## src/pkg/dsd_pkg.sv

```systemverilog
/*
  dsd_pkg: offsets, fields, reset values and timing constants.
  assumes a 10 MHz system clock and an APB bus with 32-bit data.
*/
package dsd_pkg;
  localparam int unsigned CLK_HZ         = 10_000_000;
  localparam int unsigned NORM_MOD_HZ    = 512_000;
  localparam int unsigned LOWP_MOD_HZ    = 128_000;
  localparam int unsigned NORM_MOD_DIV   = CLK_HZ / NORM_MOD_HZ;
  localparam int unsigned LOWP_MOD_DIV   = CLK_HZ / LOWP_MOD_HZ;
  localparam int unsigned RES_W          = 20;
  localparam int unsigned ACC_W          = 32;
  localparam int unsigned DEC_W          = 12;
  localparam int unsigned SETTLE_DEF     = 3;

  localparam logic [7:0] OFF_MODE   = 8'h00;
  localparam logic [7:0] OFF_CFG0   = 8'h04;
  localparam logic [7:0] OFF_CFG1   = 8'h08;
  localparam logic [7:0] OFF_FILT   = 8'h0C;
  localparam logic [7:0] OFF_RES0   = 8'h10;
  localparam logic [7:0] OFF_RES1   = 8'h14;
  localparam logic [7:0] OFF_STAT   = 8'h18;
  localparam logic [7:0] OFF_IEN    = 8'h1C;
  localparam logic [7:0] OFF_ICLR   = 8'h20;
  localparam logic [7:0] OFF_CNTLIM = 8'h24;
  localparam logic [7:0] OFF_THR    = 8'h28;
  localparam logic [7:0] OFF_ACC    = 8'h2C;
  localparam logic [7:0] OFF_CNT    = 8'h30;

  localparam logic [1:0] MODE_IDLE  = 2'h0;
  localparam logic [1:0] MODE_CONT  = 2'h1;
  localparam logic [1:0] MODE_SINGLE= 2'h2;
  localparam int unsigned MODE_LP_BIT = 3;

  localparam int unsigned CFG_MUX_LSB = 0;
  localparam int unsigned CFG_REF_LSB = 4;
  localparam int unsigned CFG_ACC_BIT = 8;
  localparam int unsigned CFG_CIE_BIT = 9;
  localparam logic [2:0] MUX0_MAX = 3'h4;
  localparam logic [2:0] MUX1_MAX = 3'h6;
  localparam logic [1:0] REF_EXT  = 2'h0;

  localparam int unsigned FLT_DEC_LSB  = 0;
  localparam int unsigned FLT_SINC4_BIT= 12;
  localparam int unsigned FLT_CHOP_BIT = 15;
  localparam logic [DEC_W-1:0] DEC_RESET = 12'h01F;
  localparam logic [DEC_W-1:0] DEC_MIN   = 12'h001;

  localparam int unsigned ST_RDY0 = 0;
  localparam int unsigned ST_RDY1 = 1;
  localparam int unsigned ST_ERR0 = 12;
  localparam int unsigned ST_ERR1 = 13;
  localparam int unsigned IRQ_CNT = 2;
  localparam int unsigned IRQ_THR = 3;
  localparam int unsigned IRQ_W   = 4;

  typedef enum logic [1:0] {
    DSD_IDLE = 2'b00,
    DSD_RUN  = 2'b01,
    DSD_LAST = 2'b11
  } dsd_conv_e;

  function automatic logic [3:0] dsd_settle(input logic sinc4, input logic chop);
    dsd_settle = chop ? 4'h2 : (sinc4 ? 4'h4 : 4'h3);
  endfunction
endpackage

```

## src/hdl/dsd_top.sv

```systemverilog
/*
  dsd_top: control of two sigma-delta converter channels (current, voltage/temperature):
  mode, mux and reference selection, decimation, settling, counter, comparator, accumulator.
  assumes an APB master and analog modulators sampled on the modulator strobe;
  inputs are synchronous to clk_sys.
*/
// Behaviour
// current result is 20-bit signed, 19 magnitude bits and sign
// current channel mux offers five differential pairs
// voltage/temperature mux offers seven pairs
// four reference choices per channel, external pin after reset
// each channel has its own reference setting
// selectable sinc3/sinc4 filter with programmable decimation per channel; one FILT register sets both channels
// current channel interrupts on conversion count or threshold exceed
// optional accumulation of each current result into 32 bits
// continuous interrupt option also signals unsettled results
// voltage channel settles three conversions after configuration, chop off; the code waits four conversions when sinc4 is selected
// one mode bit selects reduced or full power, independent of processor
// full power enables both channels, modulators at 512 kHz
// software normally uses full power, 1 kHz rate, chop on
// safety use selects internal 1.2 V reference with buffer enabled
// reduced power keeps only current channel, modulator at 128 kHz
// mode 2 runs one conversion then idle; mode 1 runs continuously
// ready flag per conversion; range error sets error bit, result invalid
// count conversions after reconfiguration, tag settled after settling count
`timescale 1ns/1ps
module dsd_top
  import dsd_pkg::*;
(
  input  wire logic                     clk_sys,
  input  wire logic                     rstn,
  input  wire logic                     psel,
  input  wire logic                     penable,
  input  wire logic                     pwrite,
  input  wire logic [7:0]               paddr,
  input  wire logic [31:0]              pwdata,
  output logic                          pready,
  output logic                          pslverr,
  output logic [31:0]                   prdata,
  input  wire logic                     modBit0,
  input  wire logic                     modBit1,
  input  wire logic                     rangeErr0,
  input  wire logic                     rangeErr1,
  output logic                          modClk,
  output logic                          chan0Enable,
  output logic                          chan1Enable,
  output logic [2:0]                    mux0Sel,
  output logic [2:0]                    mux1Sel,
  output logic [1:0]                    ref0Sel,
  output logic [1:0]                    ref1Sel,
  output logic                          chopEnable,
  output logic                          irq
);
  logic [31:0] mode_ff, nxt_mode;
  logic [31:0] cfg0_ff, nxt_cfg0;
  logic [31:0] cfg1_ff, nxt_cfg1;
  logic [31:0] filt_ff, nxt_filt;
  logic [31:0] ien_ff, nxt_ien;
  logic [31:0] cntLim_ff, nxt_cntLim;
  logic [RES_W-1:0] thr_ff, nxt_thr;
  logic [RES_W:0] res0_ff, nxt_res0;
  logic [RES_W:0] res1_ff, nxt_res1;
  logic [ACC_W-1:0] acc_ff, nxt_acc;
  logic [15:0] cnt_ff, nxt_cnt;
  logic [15:0] stat_ff, nxt_stat;
  logic [3:0] settle0_ff, nxt_settle0, settle1_ff, nxt_settle1;
  dsd_conv_e conv_ff, nxt_conv;
  logic pready_ff, nxt_pready;
  logic pslverr_ff, nxt_pslverr;
  logic [31:0] prdata_ff, nxt_prdata;
  logic irq_ff, nxt_irq;
  logic en0_ff, nxt_en0, en1_ff, nxt_en1;

  logic lowPower, running, wrAcc, rdAcc, reconf;
  logic modStb, modClkInt;
  logic done0, done1;
  logic [RES_W-1:0] data0, data1;
  logic [3:0] settleTgt;
  logic [31:0] rdMux;

  assign lowPower = mode_ff[MODE_LP_BIT];
  assign running  = (conv_ff != DSD_IDLE);
  // a write lands at the edge where the master samples pready high
  assign wrAcc    = psel && penable && pwrite && pready_ff;
  assign rdAcc    = psel && penable && !pwrite && !pready_ff;
  assign settleTgt = dsd_settle(filt_ff[FLT_SINC4_BIT], filt_ff[FLT_CHOP_BIT]);
  assign reconf   = wrAcc && (paddr == OFF_CFG0 || paddr == OFF_CFG1 || paddr == OFF_FILT ||
                              paddr == OFF_MODE);

  dsd_modclk u_modclk (
    .clk_sys  (clk_sys),
    .rstn     (rstn),
    .lowPower (lowPower),
    .modClk   (modClkInt),
    .modStb   (modStb)
  );

  dsd_decim #(.DEC_W(DEC_W), .OUT_W(RES_W)) u_dec0 (
    .clk_sys (clk_sys),
    .rstn    (rstn),
    .enable  (en0_ff),
    .modStb  (modStb),
    .bitIn   (modBit0),
    .sinc4   (filt_ff[FLT_SINC4_BIT]),
    .decRate (filt_ff[FLT_DEC_LSB +: DEC_W]),
    .outStb  (done0),
    .outData (data0)
  );

  dsd_decim #(.DEC_W(DEC_W), .OUT_W(RES_W)) u_dec1 (
    .clk_sys (clk_sys),
    .rstn    (rstn),
    .enable  (en1_ff),
    .modStb  (modStb),
    .bitIn   (modBit1),
    .sinc4   (filt_ff[FLT_SINC4_BIT]),
    .decRate (filt_ff[FLT_DEC_LSB +: DEC_W]),
    .outStb  (done1),
    .outData (data1)
  );

  // register writes
  always_comb begin
    nxt_mode   = mode_ff;
    nxt_cfg0   = cfg0_ff;
    nxt_cfg1   = cfg1_ff;
    nxt_filt   = filt_ff;
    nxt_ien    = ien_ff;
    nxt_cntLim = cntLim_ff;
    nxt_thr    = thr_ff;
    if (wrAcc) begin
      case (paddr)
        OFF_MODE:   nxt_mode = {28'h000_0000, pwdata[3:0]};
        OFF_CFG0: begin
          nxt_cfg0 = {22'h00_0000, pwdata[9:0]};
          // out-of-list mux codes fold to the shorted pair, never an undefined route
          if (pwdata[CFG_MUX_LSB +: 3] > MUX0_MAX) nxt_cfg0[CFG_MUX_LSB +: 3] = 3'h1;
        end
        OFF_CFG1: begin
          nxt_cfg1 = {22'h00_0000, pwdata[9:0]};
          if (pwdata[CFG_MUX_LSB +: 3] > MUX1_MAX) nxt_cfg1[CFG_MUX_LSB +: 3] = 3'h4;
        end
        OFF_FILT: begin
          nxt_filt = {16'h0000, pwdata[15:0]};
          if (pwdata[FLT_DEC_LSB +: DEC_W] < DEC_MIN) nxt_filt[FLT_DEC_LSB +: DEC_W] = DEC_MIN;
        end
        OFF_IEN:    nxt_ien = {28'h000_0000, pwdata[IRQ_W-1:0]};
        OFF_CNTLIM: nxt_cntLim = {16'h0000, pwdata[15:0]};
        OFF_THR:    nxt_thr = pwdata[RES_W-1:0];
        default: begin
        end
      endcase
    end
    // single conversion clears its own start once the result is in
    if (conv_ff == DSD_LAST && done0 && !(wrAcc && paddr == OFF_MODE))
      nxt_mode[1:0] = MODE_IDLE;
  end

  // conversion sequencing
  always_comb begin
    nxt_conv = conv_ff;
    case (conv_ff)
      DSD_IDLE: begin
        if (mode_ff[1:0] == MODE_CONT) nxt_conv = DSD_RUN;
        else if (mode_ff[1:0] == MODE_SINGLE) nxt_conv = DSD_LAST;
      end
      DSD_RUN:  if (mode_ff[1:0] != MODE_CONT) nxt_conv = DSD_IDLE;
      DSD_LAST: if (done0 || mode_ff[1:0] != MODE_SINGLE) nxt_conv = DSD_IDLE;
      default:  nxt_conv = DSD_IDLE;
    endcase
    nxt_en0 = (nxt_conv != DSD_IDLE);
    nxt_en1 = (nxt_conv != DSD_IDLE) && !lowPower;
  end

  // results, settling, counter, comparator, accumulator, status
  always_comb begin
    logic settled0, settled1, st0, st1, over;
    settled0 = 1'b0;
    settled1 = 1'b0;
    st0 = 1'b0;
    st1 = 1'b0;
    over = 1'b0;
    nxt_res0 = res0_ff;
    nxt_res1 = res1_ff;
    nxt_acc  = acc_ff;
    nxt_cnt  = cnt_ff;
    nxt_stat = stat_ff;
    nxt_settle0 = settle0_ff;
    nxt_settle1 = settle1_ff;
    if (reconf || !running) begin
      nxt_settle0 = '0;
      nxt_settle1 = '0;
    end
    if (done0 && running) begin
      if (settle0_ff < settleTgt) nxt_settle0 = settle0_ff + 4'h1;
      settled0 = (settle0_ff + 4'h1 >= settleTgt);
      nxt_res0 = {rangeErr0, data0};
      st0 = settled0 || cfg0_ff[CFG_CIE_BIT];
      if (st0) begin
        nxt_stat[ST_RDY0] = 1'b1;
        if (rangeErr0) nxt_stat[ST_ERR0] = 1'b1;
        if (cfg0_ff[CFG_ACC_BIT] && !rangeErr0)
          nxt_acc = acc_ff + ACC_W'($signed(data0));
        over = $signed(data0) > $signed(thr_ff);
        if (over) nxt_stat[IRQ_THR] = 1'b1;
        if (cnt_ff + 16'h0001 >= cntLim_ff[15:0] && cntLim_ff[15:0] != 16'h0000) begin
          nxt_stat[IRQ_CNT] = 1'b1;
          nxt_cnt = '0;
        end else begin
          nxt_cnt = cnt_ff + 16'h0001;
        end
      end
    end
    if (done1 && running && !lowPower) begin
      if (settle1_ff < settleTgt) nxt_settle1 = settle1_ff + 4'h1;
      settled1 = (settle1_ff + 4'h1 >= settleTgt);
      nxt_res1 = {rangeErr1, data1};
      st1 = settled1 || cfg1_ff[CFG_CIE_BIT];
      if (st1) begin
        nxt_stat[ST_RDY1] = 1'b1;
        if (rangeErr1) nxt_stat[ST_ERR1] = 1'b1;
      end
    end
    if (wrAcc && paddr == OFF_ACC) nxt_acc = pwdata;
    if (wrAcc && paddr == OFF_CNT) nxt_cnt = pwdata[15:0];
    // clear loses to a set in the same cycle
    if (wrAcc && paddr == OFF_ICLR) begin
      nxt_stat[ST_RDY0] = nxt_stat[ST_RDY0] & ~(pwdata[ST_RDY0] & ~(done0 & st0));
      nxt_stat[ST_RDY1] = nxt_stat[ST_RDY1] & ~(pwdata[ST_RDY1] & ~(done1 & st1));
      nxt_stat[IRQ_CNT] = nxt_stat[IRQ_CNT] & ~(pwdata[IRQ_CNT] & ~(done0 & st0 & nxt_cnt == 16'h0000));
      nxt_stat[IRQ_THR] = nxt_stat[IRQ_THR] & ~(pwdata[IRQ_THR] & ~(done0 & st0 & over));
      nxt_stat[ST_ERR0] = nxt_stat[ST_ERR0] & ~(pwdata[ST_ERR0] & ~(done0 & st0 & rangeErr0));
      nxt_stat[ST_ERR1] = nxt_stat[ST_ERR1] & ~(pwdata[ST_ERR1] & ~(done1 & st1 & rangeErr1));
    end
  end

  // apb read path and answer
  always_comb begin
    case (paddr)
      OFF_MODE:   rdMux = mode_ff;
      OFF_CFG0:   rdMux = cfg0_ff;
      OFF_CFG1:   rdMux = cfg1_ff;
      OFF_FILT:   rdMux = filt_ff;
      OFF_RES0:   rdMux = {11'h000, res0_ff};
      OFF_RES1:   rdMux = {11'h000, res1_ff};
      OFF_STAT:   rdMux = {16'h0000, stat_ff};
      OFF_IEN:    rdMux = ien_ff;
      OFF_CNTLIM: rdMux = cntLim_ff;
      OFF_THR:    rdMux = {12'h000, thr_ff};
      OFF_ACC:    rdMux = acc_ff;
      OFF_CNT:    rdMux = {16'h0000, cnt_ff};
      default:    rdMux = 32'h0000_0000;
    endcase
    nxt_pready  = psel && penable && !pready_ff;
    nxt_pslverr = 1'b0;
    nxt_prdata  = prdata_ff;
    if (rdAcc) nxt_prdata = rdMux;
    if (nxt_pready && (paddr[1:0] != 2'b00 || paddr > OFF_CNT)) nxt_pslverr = 1'b1;
    nxt_irq = |(nxt_stat[IRQ_W-1:0] & ien_ff[IRQ_W-1:0]) ||
              (ien_ff[0] && (nxt_stat[ST_ERR0] || nxt_stat[ST_ERR1]));
  end

  always_ff @(posedge clk_sys or negedge rstn) begin
    if (!rstn) begin
      mode_ff    <= '0;
      cfg0_ff    <= '0;
      cfg1_ff    <= '0;
      filt_ff    <= {16'h0000, 4'h0, DEC_RESET};
      ien_ff     <= '0;
      cntLim_ff  <= '0;
      thr_ff     <= '0;
      res0_ff    <= '0;
      res1_ff    <= '0;
      acc_ff     <= '0;
      cnt_ff     <= '0;
      stat_ff    <= '0;
      settle0_ff <= '0;
      settle1_ff <= '0;
      conv_ff    <= DSD_IDLE;
      pready_ff  <= 1'b0;
      pslverr_ff <= 1'b0;
      prdata_ff  <= '0;
      irq_ff     <= 1'b0;
      en0_ff     <= 1'b0;
      en1_ff     <= 1'b0;
    end else begin
      mode_ff    <= nxt_mode;
      cfg0_ff    <= nxt_cfg0;
      cfg1_ff    <= nxt_cfg1;
      filt_ff    <= nxt_filt;
      ien_ff     <= nxt_ien;
      cntLim_ff  <= nxt_cntLim;
      thr_ff     <= nxt_thr;
      res0_ff    <= nxt_res0;
      res1_ff    <= nxt_res1;
      acc_ff     <= nxt_acc;
      cnt_ff     <= nxt_cnt;
      stat_ff    <= nxt_stat;
      settle0_ff <= nxt_settle0;
      settle1_ff <= nxt_settle1;
      conv_ff    <= nxt_conv;
      pready_ff  <= nxt_pready;
      pslverr_ff <= nxt_pslverr;
      prdata_ff  <= nxt_prdata;
      irq_ff     <= nxt_irq;
      en0_ff     <= nxt_en0;
      en1_ff     <= nxt_en1;
    end
  end

  assign pready      = pready_ff;
  assign pslverr     = pslverr_ff;
  assign prdata      = prdata_ff;
  assign irq         = irq_ff;
  assign modClk      = modClkInt;
  assign chan0Enable = en0_ff;
  assign chan1Enable = en1_ff;
  assign mux0Sel     = cfg0_ff[CFG_MUX_LSB +: 3];
  assign mux1Sel     = cfg1_ff[CFG_MUX_LSB +: 3];
  assign ref0Sel     = cfg0_ff[CFG_REF_LSB +: 2];
  assign ref1Sel     = cfg1_ff[CFG_REF_LSB +: 2];
  assign chopEnable  = filt_ff[FLT_CHOP_BIT];
endmodule

```

## src/hdl/dsd_decim.sv

```systemverilog
/*
  dsd_decim: sinc3/sinc4 decimator for one modulator bitstream.
  assumes bitIn is valid on each modStb pulse; decRate is held while enabled.
*/
`timescale 1ns/1ps
module dsd_decim #(
  parameter int unsigned DEC_W = 12,
  parameter int unsigned OUT_W = 20
) (
  input  wire logic             clk_sys,
  input  wire logic             rstn,
  input  wire logic             enable,
  input  wire logic             modStb,
  input  wire logic             bitIn,
  input  wire logic             sinc4,
  input  wire logic [DEC_W-1:0] decRate,
  output logic                  outStb,
  output logic [OUT_W-1:0]      outData
);
  localparam int unsigned AW = 4 * DEC_W + 2;
  initial begin
    if (OUT_W > AW) $error("dsd_decim: output wider than accumulator");
  end
  logic [AW-1:0] int_ff [4];
  logic [AW-1:0] nxt_int [4];
  logic [AW-1:0] nxt_dif [4];
  logic [AW-1:0] dly_ff [4];
  logic [AW-1:0] nxt_dly [4];
  logic [DEC_W-1:0] cnt_ff, nxt_cnt;
  logic outStb_ff, nxt_outStb;
  logic [OUT_W-1:0] out_ff, nxt_out;
  logic [AW-1:0] x, d;

  always_comb begin
    x = bitIn ? AW'(1) : {AW{1'b1}};
    nxt_int = int_ff;
    nxt_dif = '{default: '0};
    nxt_dly = dly_ff;
    nxt_cnt = cnt_ff;
    nxt_outStb = 1'b0;
    nxt_out = out_ff;
    d = '0;
    if (!enable) begin
      for (int i = 0; i < 4; i++) begin
        nxt_int[i] = '0;
        nxt_dly[i] = '0;
      end
      nxt_cnt = '0;
    end else if (modStb) begin
      nxt_int[0] = int_ff[0] + x;
      for (int i = 1; i < 4; i++) nxt_int[i] = int_ff[i] + int_ff[i-1];
      if (cnt_ff >= decRate - DEC_W'(1)) begin
        nxt_cnt = '0;
        d = sinc4 ? int_ff[3] : int_ff[2];
        for (int i = 0; i < 4; i++) begin
          nxt_dly[i] = d;
          d = d - dly_ff[i];
          nxt_dif[i] = d;
        end
        // sinc3 uses three comb stages; the fourth is bypassed
        nxt_out = sinc4 ? d[AW-1 -: OUT_W] : nxt_dif[2][AW-1 -: OUT_W];
        nxt_outStb = 1'b1;
      end else begin
        nxt_cnt = cnt_ff + DEC_W'(1);
      end
    end
  end

  always_ff @(posedge clk_sys or negedge rstn) begin
    if (!rstn) begin
      for (int i = 0; i < 4; i++) begin
        int_ff[i] <= '0;
        dly_ff[i] <= '0;
      end
      cnt_ff    <= '0;
      outStb_ff <= 1'b0;
      out_ff    <= '0;
    end else begin
      int_ff    <= nxt_int;
      dly_ff    <= nxt_dly;
      cnt_ff    <= nxt_cnt;
      outStb_ff <= nxt_outStb;
      out_ff    <= nxt_out;
    end
  end
  assign outStb  = outStb_ff;
  assign outData = out_ff;
endmodule

```

## src/hdl/dsd_modclk.sv

```systemverilog
/*
  dsd_modclk: modulator clock generator, full or reduced rate.
  assumes the system clock rate of dsd_pkg.
*/
`timescale 1ns/1ps
module dsd_modclk
  import dsd_pkg::*;
(
  input  wire logic clk_sys,
  input  wire logic rstn,
  input  wire logic lowPower,
  output logic      modClk,
  output logic      modStb
);
  logic [7:0] div_ff, nxt_div;
  logic clk_ff, nxt_clk;
  logic stb_ff, nxt_stb;
  logic [7:0] lim;

  always_comb begin
    lim = lowPower ? 8'(LOWP_MOD_DIV - 1) : 8'(NORM_MOD_DIV - 1);
    nxt_stb = 1'b0;
    nxt_clk = clk_ff;
    if (div_ff >= lim) begin
      nxt_div = '0;
      nxt_stb = 1'b1;
      nxt_clk = 1'b1;
    end else begin
      nxt_div = div_ff + 8'h01;
      if (div_ff == (lim >> 1)) nxt_clk = 1'b0;
    end
  end

  always_ff @(posedge clk_sys or negedge rstn) begin
    if (!rstn) begin
      div_ff <= '0;
      clk_ff <= 1'b0;
      stb_ff <= 1'b0;
    end else begin
      div_ff <= nxt_div;
      clk_ff <= nxt_clk;
      stb_ff <= nxt_stb;
    end
  end
  assign modClk = clk_ff;
  assign modStb = stb_ff;
endmodule

```

## config.mk

```make
export PLATFORM = sky130hd
export DESIGN_NAME = dsd_top
export DESIGN_NICKNAME = d
export VERILOG_FILES = /design/src/pkg/dsd_pkg.sv /design/src/hdl/dsd_top.sv /design/src/hdl/dsd_decim.sv /design/src/hdl/dsd_modclk.sv
export SDC_FILE = /design/constraint.sdc
export NUM_CORES = 2
export LEC_CHECK = 0
export BUFFER_PORTS_ARGS = -buffer_cell sky130_fd_sc_hd__buf_2
export CAP_MARGIN = 20
export CELL_PAD_IN_SITES_DETAIL_PLACEMENT = 1
export CELL_PAD_IN_SITES_GLOBAL_PLACEMENT = 1
export CORE_ASPECT_RATIO = 1.4
export CORE_MARGIN = 2
export CORE_UTILIZATION = 45
export DETAILED_ROUTE_END_ITERATION = 10
export PLACE_DENSITY_LB_ADDON = 0.05
export SLEW_MARGIN = 40
export SYNTH_ARGS = -nofsm -noshare
export SYNTH_HDL_FRONTEND = slang
export SYNTH_SLANG_ARGS = --single-unit
export TNS_END_PERCENT = 20
```

## constraint.sdc

```tcl
create_clock -name clk_sys -period 26.8 [get_ports clk_sys]
set_input_delay 5.36 -clock clk_sys [delete_from_list [all_inputs] [get_ports clk_sys]]
set_output_delay 5.36 -clock clk_sys [all_outputs]
set_load 0.1 [all_outputs]
```

==> results.tsv <==
metric	value	unit
hold_buffers	0	
synthCells	9979	
core	191000	µm²
dp_slack	15.29	ns
n_fill_cell	22267	
rows	190	
min_from	prdata[11]$_DFFE_PN0P_	
cp.arrival	12.08	ns
regToRegSetupSlack	15.43	ns
synth-edff-count	0	
cts_tree	yes	
vias_per_cell	5.84	
drtAntennaViolNets	0	
antenna_found_initial	4	
netSwitchingFraction	0.327	
synth_flop_cell	dfrtp_1	
drive_gt1_frac	0.0697	
power.share.clock	0.374	
final_common_cell	dfrtp_1	
crit_fanout	42	
postCtsSetupRepairBufs	0	
clk_pin_slew	0.06	ns
worstSetupPathType	flop to flop	
cp-end-kind	flop	
power.internal	3.56	mW
hold_viol	0	
num_vias	73144	
max_cap_violations	0	
whs_endpoint	prdata[11]$_DFFE_PN0P_	
cts_made_buffers	143	
gp_congestion	0.914	
layout_common_cells	dfrtp_1, nand2_1, o21ai_0	
r2r_cells	44	
period_needed	11.37	ns
slew_violations	0	
postSynthAreaPerCell	8.65	µm²
grt_pass1_wl	423	mm
grt_pass1_vias	78495	
slowest_stage	dfrtp_4	
r2r_end	u_dec1.outData[19]$_DFFE_PN0P_	
worst_pin_slew	0.869	ns
status	finished, final reports clean	
start_util	0.452	
grtUsageTotal	0.262	
numPortBuffers	97	
clock-sinks	1099	
cts_max_path_buffers	4	
syn_nets	10939	
hold_path_class	flop to flop	
p_switching	1.73	mW
cts_root_buffer	clkbuf_16	
relSlewSlack	0.421	
clk_latency	0.83	ns
drt_pass1_iterations	5	
leakagePower	45.7	nW
skew	0.0663	ns
min_path_cells	1	
ys_ff_latch	1099	
yosys_warnings	0	
r2r_start	filt_ff[12]$_DFFE_PN0P_	
finalSetupViolCount	0	
rsz0062_at_grt	false	
h-tree-depth	4	
layout-area-overhead-vs-synth	9.24	%
start_kind	flop	
required	27.51	ns
synth_cell_types	96	
combPwrFrac	0.308	
die_x	374	µm
grt_max_degree	147	
fin_tns_setup	0	ns
die_h	522	µm
synth-seq-area-share	0.319	
power	5.29	mW
drt_iter0_drc	3181	
fin_nets	10891	
drc_errors	0	
synth_area	86300	µm²
pwr-share-seq	0.318	
p_per_area	56.1	nW/µm²
async_flop_share	1.00	
post_cts_resized	0	
ios	98	
dieArea	195000	µm²
ir_worst_vdd	0.0000414	V
period_share	0.424	
overflow	0	
crit_path_max_incr_delay	0.77	ns
place_hpwl	193	mm
max_freq	87.9	MHz
finalWirelength	258	mm
routedWlPerCell	20.6	µm
setup_ws	15.43	ns
## power groups by stage
| stage | logic [mW] | registers [mW] | clock network, mW |
|---|---|---|---|
| finish | 1.63 | 1.68 | 1.98 |
| detailed placement | 1.63 | 1.71 | 0 |
| global placement | 1.58 | 1.71 | 0 |
| floorplan | 1.21 | 1.71 | 0 |
| CTS | 1.64 | 1.68 | 2.04 |
| global route | 1.82 | 1.68 | 2.10 |
## sequential cells by signal, indices dropped and copies added (netlist names), 21 cells and up
signal / count
u_dec1.int_ff: 200
u_dec1.dly_ff: 200
u_dec0.int_ff: 200
res0_ff: 21
res1_ff: 21
u_dec0.dly_ff: 200
acc_ff: 32
prdata: 32
## cells by family after synthesis
family	count (synthesis)	synth area share
xor gates and xnor gates	736	0.0752
and+or+nand+nor	2608	0.144
adders and majority gates	911	0.133
muxes	398	0.0491
buffers and inverters	1014	0.0446
AOI/OAI and AO/OA	3213	0.235
DFF	1099	0.319
## cell usage after synthesis (281+ instances only)
cell / number / share of area
a21o_1: 545 / 0.047
a21oi_1: 784 / 0.045
clkbuf_1: 320 / 0.014
dfrtp_1: 1094 / 0.32
ha_1: 896 / 0.13
inv_1: 647 / 0.028
nand2_1: 992 / 0.043
nor2_1: 471 / 0.020
nor2b_1: 314 / 0.023
o21ai_0: 952 / 0.055
xnor2_1: 452 / 0.046
xor2_1: 281 / 0.029
## layer usage
| layer | track usage | vias up | part of all wire | wire length (µm) |
|---|---|---|---|---|
| met2 | 0.482 | 806 | 0.50 | 130000 |
| met3 | 0.0251 | 396 | 0.024 | 6090 |
| met1 | 0.317 | 36363 | 0.44 | 112000 |
| met4 | 0.0880 | 0 | 0.036 | 9190 |
| li1 | - | 35579 | - | - |
| met5 | 0 | - | 0 | 0 |
## cell type report
cell class | instances | area (µm²) | share of cell area
Timing Repair Buffer | 171 | 1300 | 0.0138
Antenna cell | 2 | 5.00 | 0.0000531
Clock inverter | 28 | 450 | 0.00478
Clock buffer | 214 | 4290 | 0.0455
Tap cell | 2496 | 3120 | 0.0331
Sequential cell | 1099 | 27500 | 0.292
Multi-Input combinational cell | 7866 | 55200 | 0.585
Inverter | 650 | 2450 | 0.0260
## metrics by stage
step	cell area (µm²)	std cells	utilization	hold slack [ns]
floorplan	86300	9979	-	0.433
global placement	89200	12272	0.467	0.455
detailed placement	89400	12277	0.468	0.463
CTS	94200	12519	0.493	0.477
global route	94300	12525	0.493	0.492
finish	94300	12526	0.493	0.472
## worst max-delay path, delay by kind of cell, from the launching register on
kind	cells	cell delay [ns]
buffers and inverters	2	0.75
adder cells (fa/ha/maj)	4	1.43
AND/OR/NAND/NOR	9	1.62
flip-flops	1	0.77
AO/OA/AOI/OAI	24	5.47
XOR/XNOR	4	0.75
multiplexers	1	0.43
## how the worst max path moves through the flow
stage / end / slack, ns / startpoint / depth (start not counted)
floorplan: u_dec1.outData[19]$_DFFE_PN0P_ / 17.18 / filt_ff[12]$_DFFE_PN0P_ / 48
finish: u_dec1.outData[19]$_DFFE_PN0P_ / 15.43 / filt_ff[12]$_DFFE_PN0P_ / 44
detailed placement: u_dec0.outData[18]$_DFFE_PN0P_ / 15.29 / filt_ff[12]$_DFFE_PN0P_ / 47
global route: u_dec1.outData[19]$_DFFE_PN0P_ / 14.61 / filt_ff[12]$_DFFE_PN0P_ / 44
global placement: u_dec0.outData[19]$_DFFE_PN0P_ / 15.53 / filt_ff[12]$_DFFE_PN0P_ / 42
CTS: u_dec0.outData[18]$_DFFE_PN0P_ / 15.28 / filt_ff[12]$_DFFE_PN0P_ / 47
No activity file was read; power rests on OpenSTA's default activity.
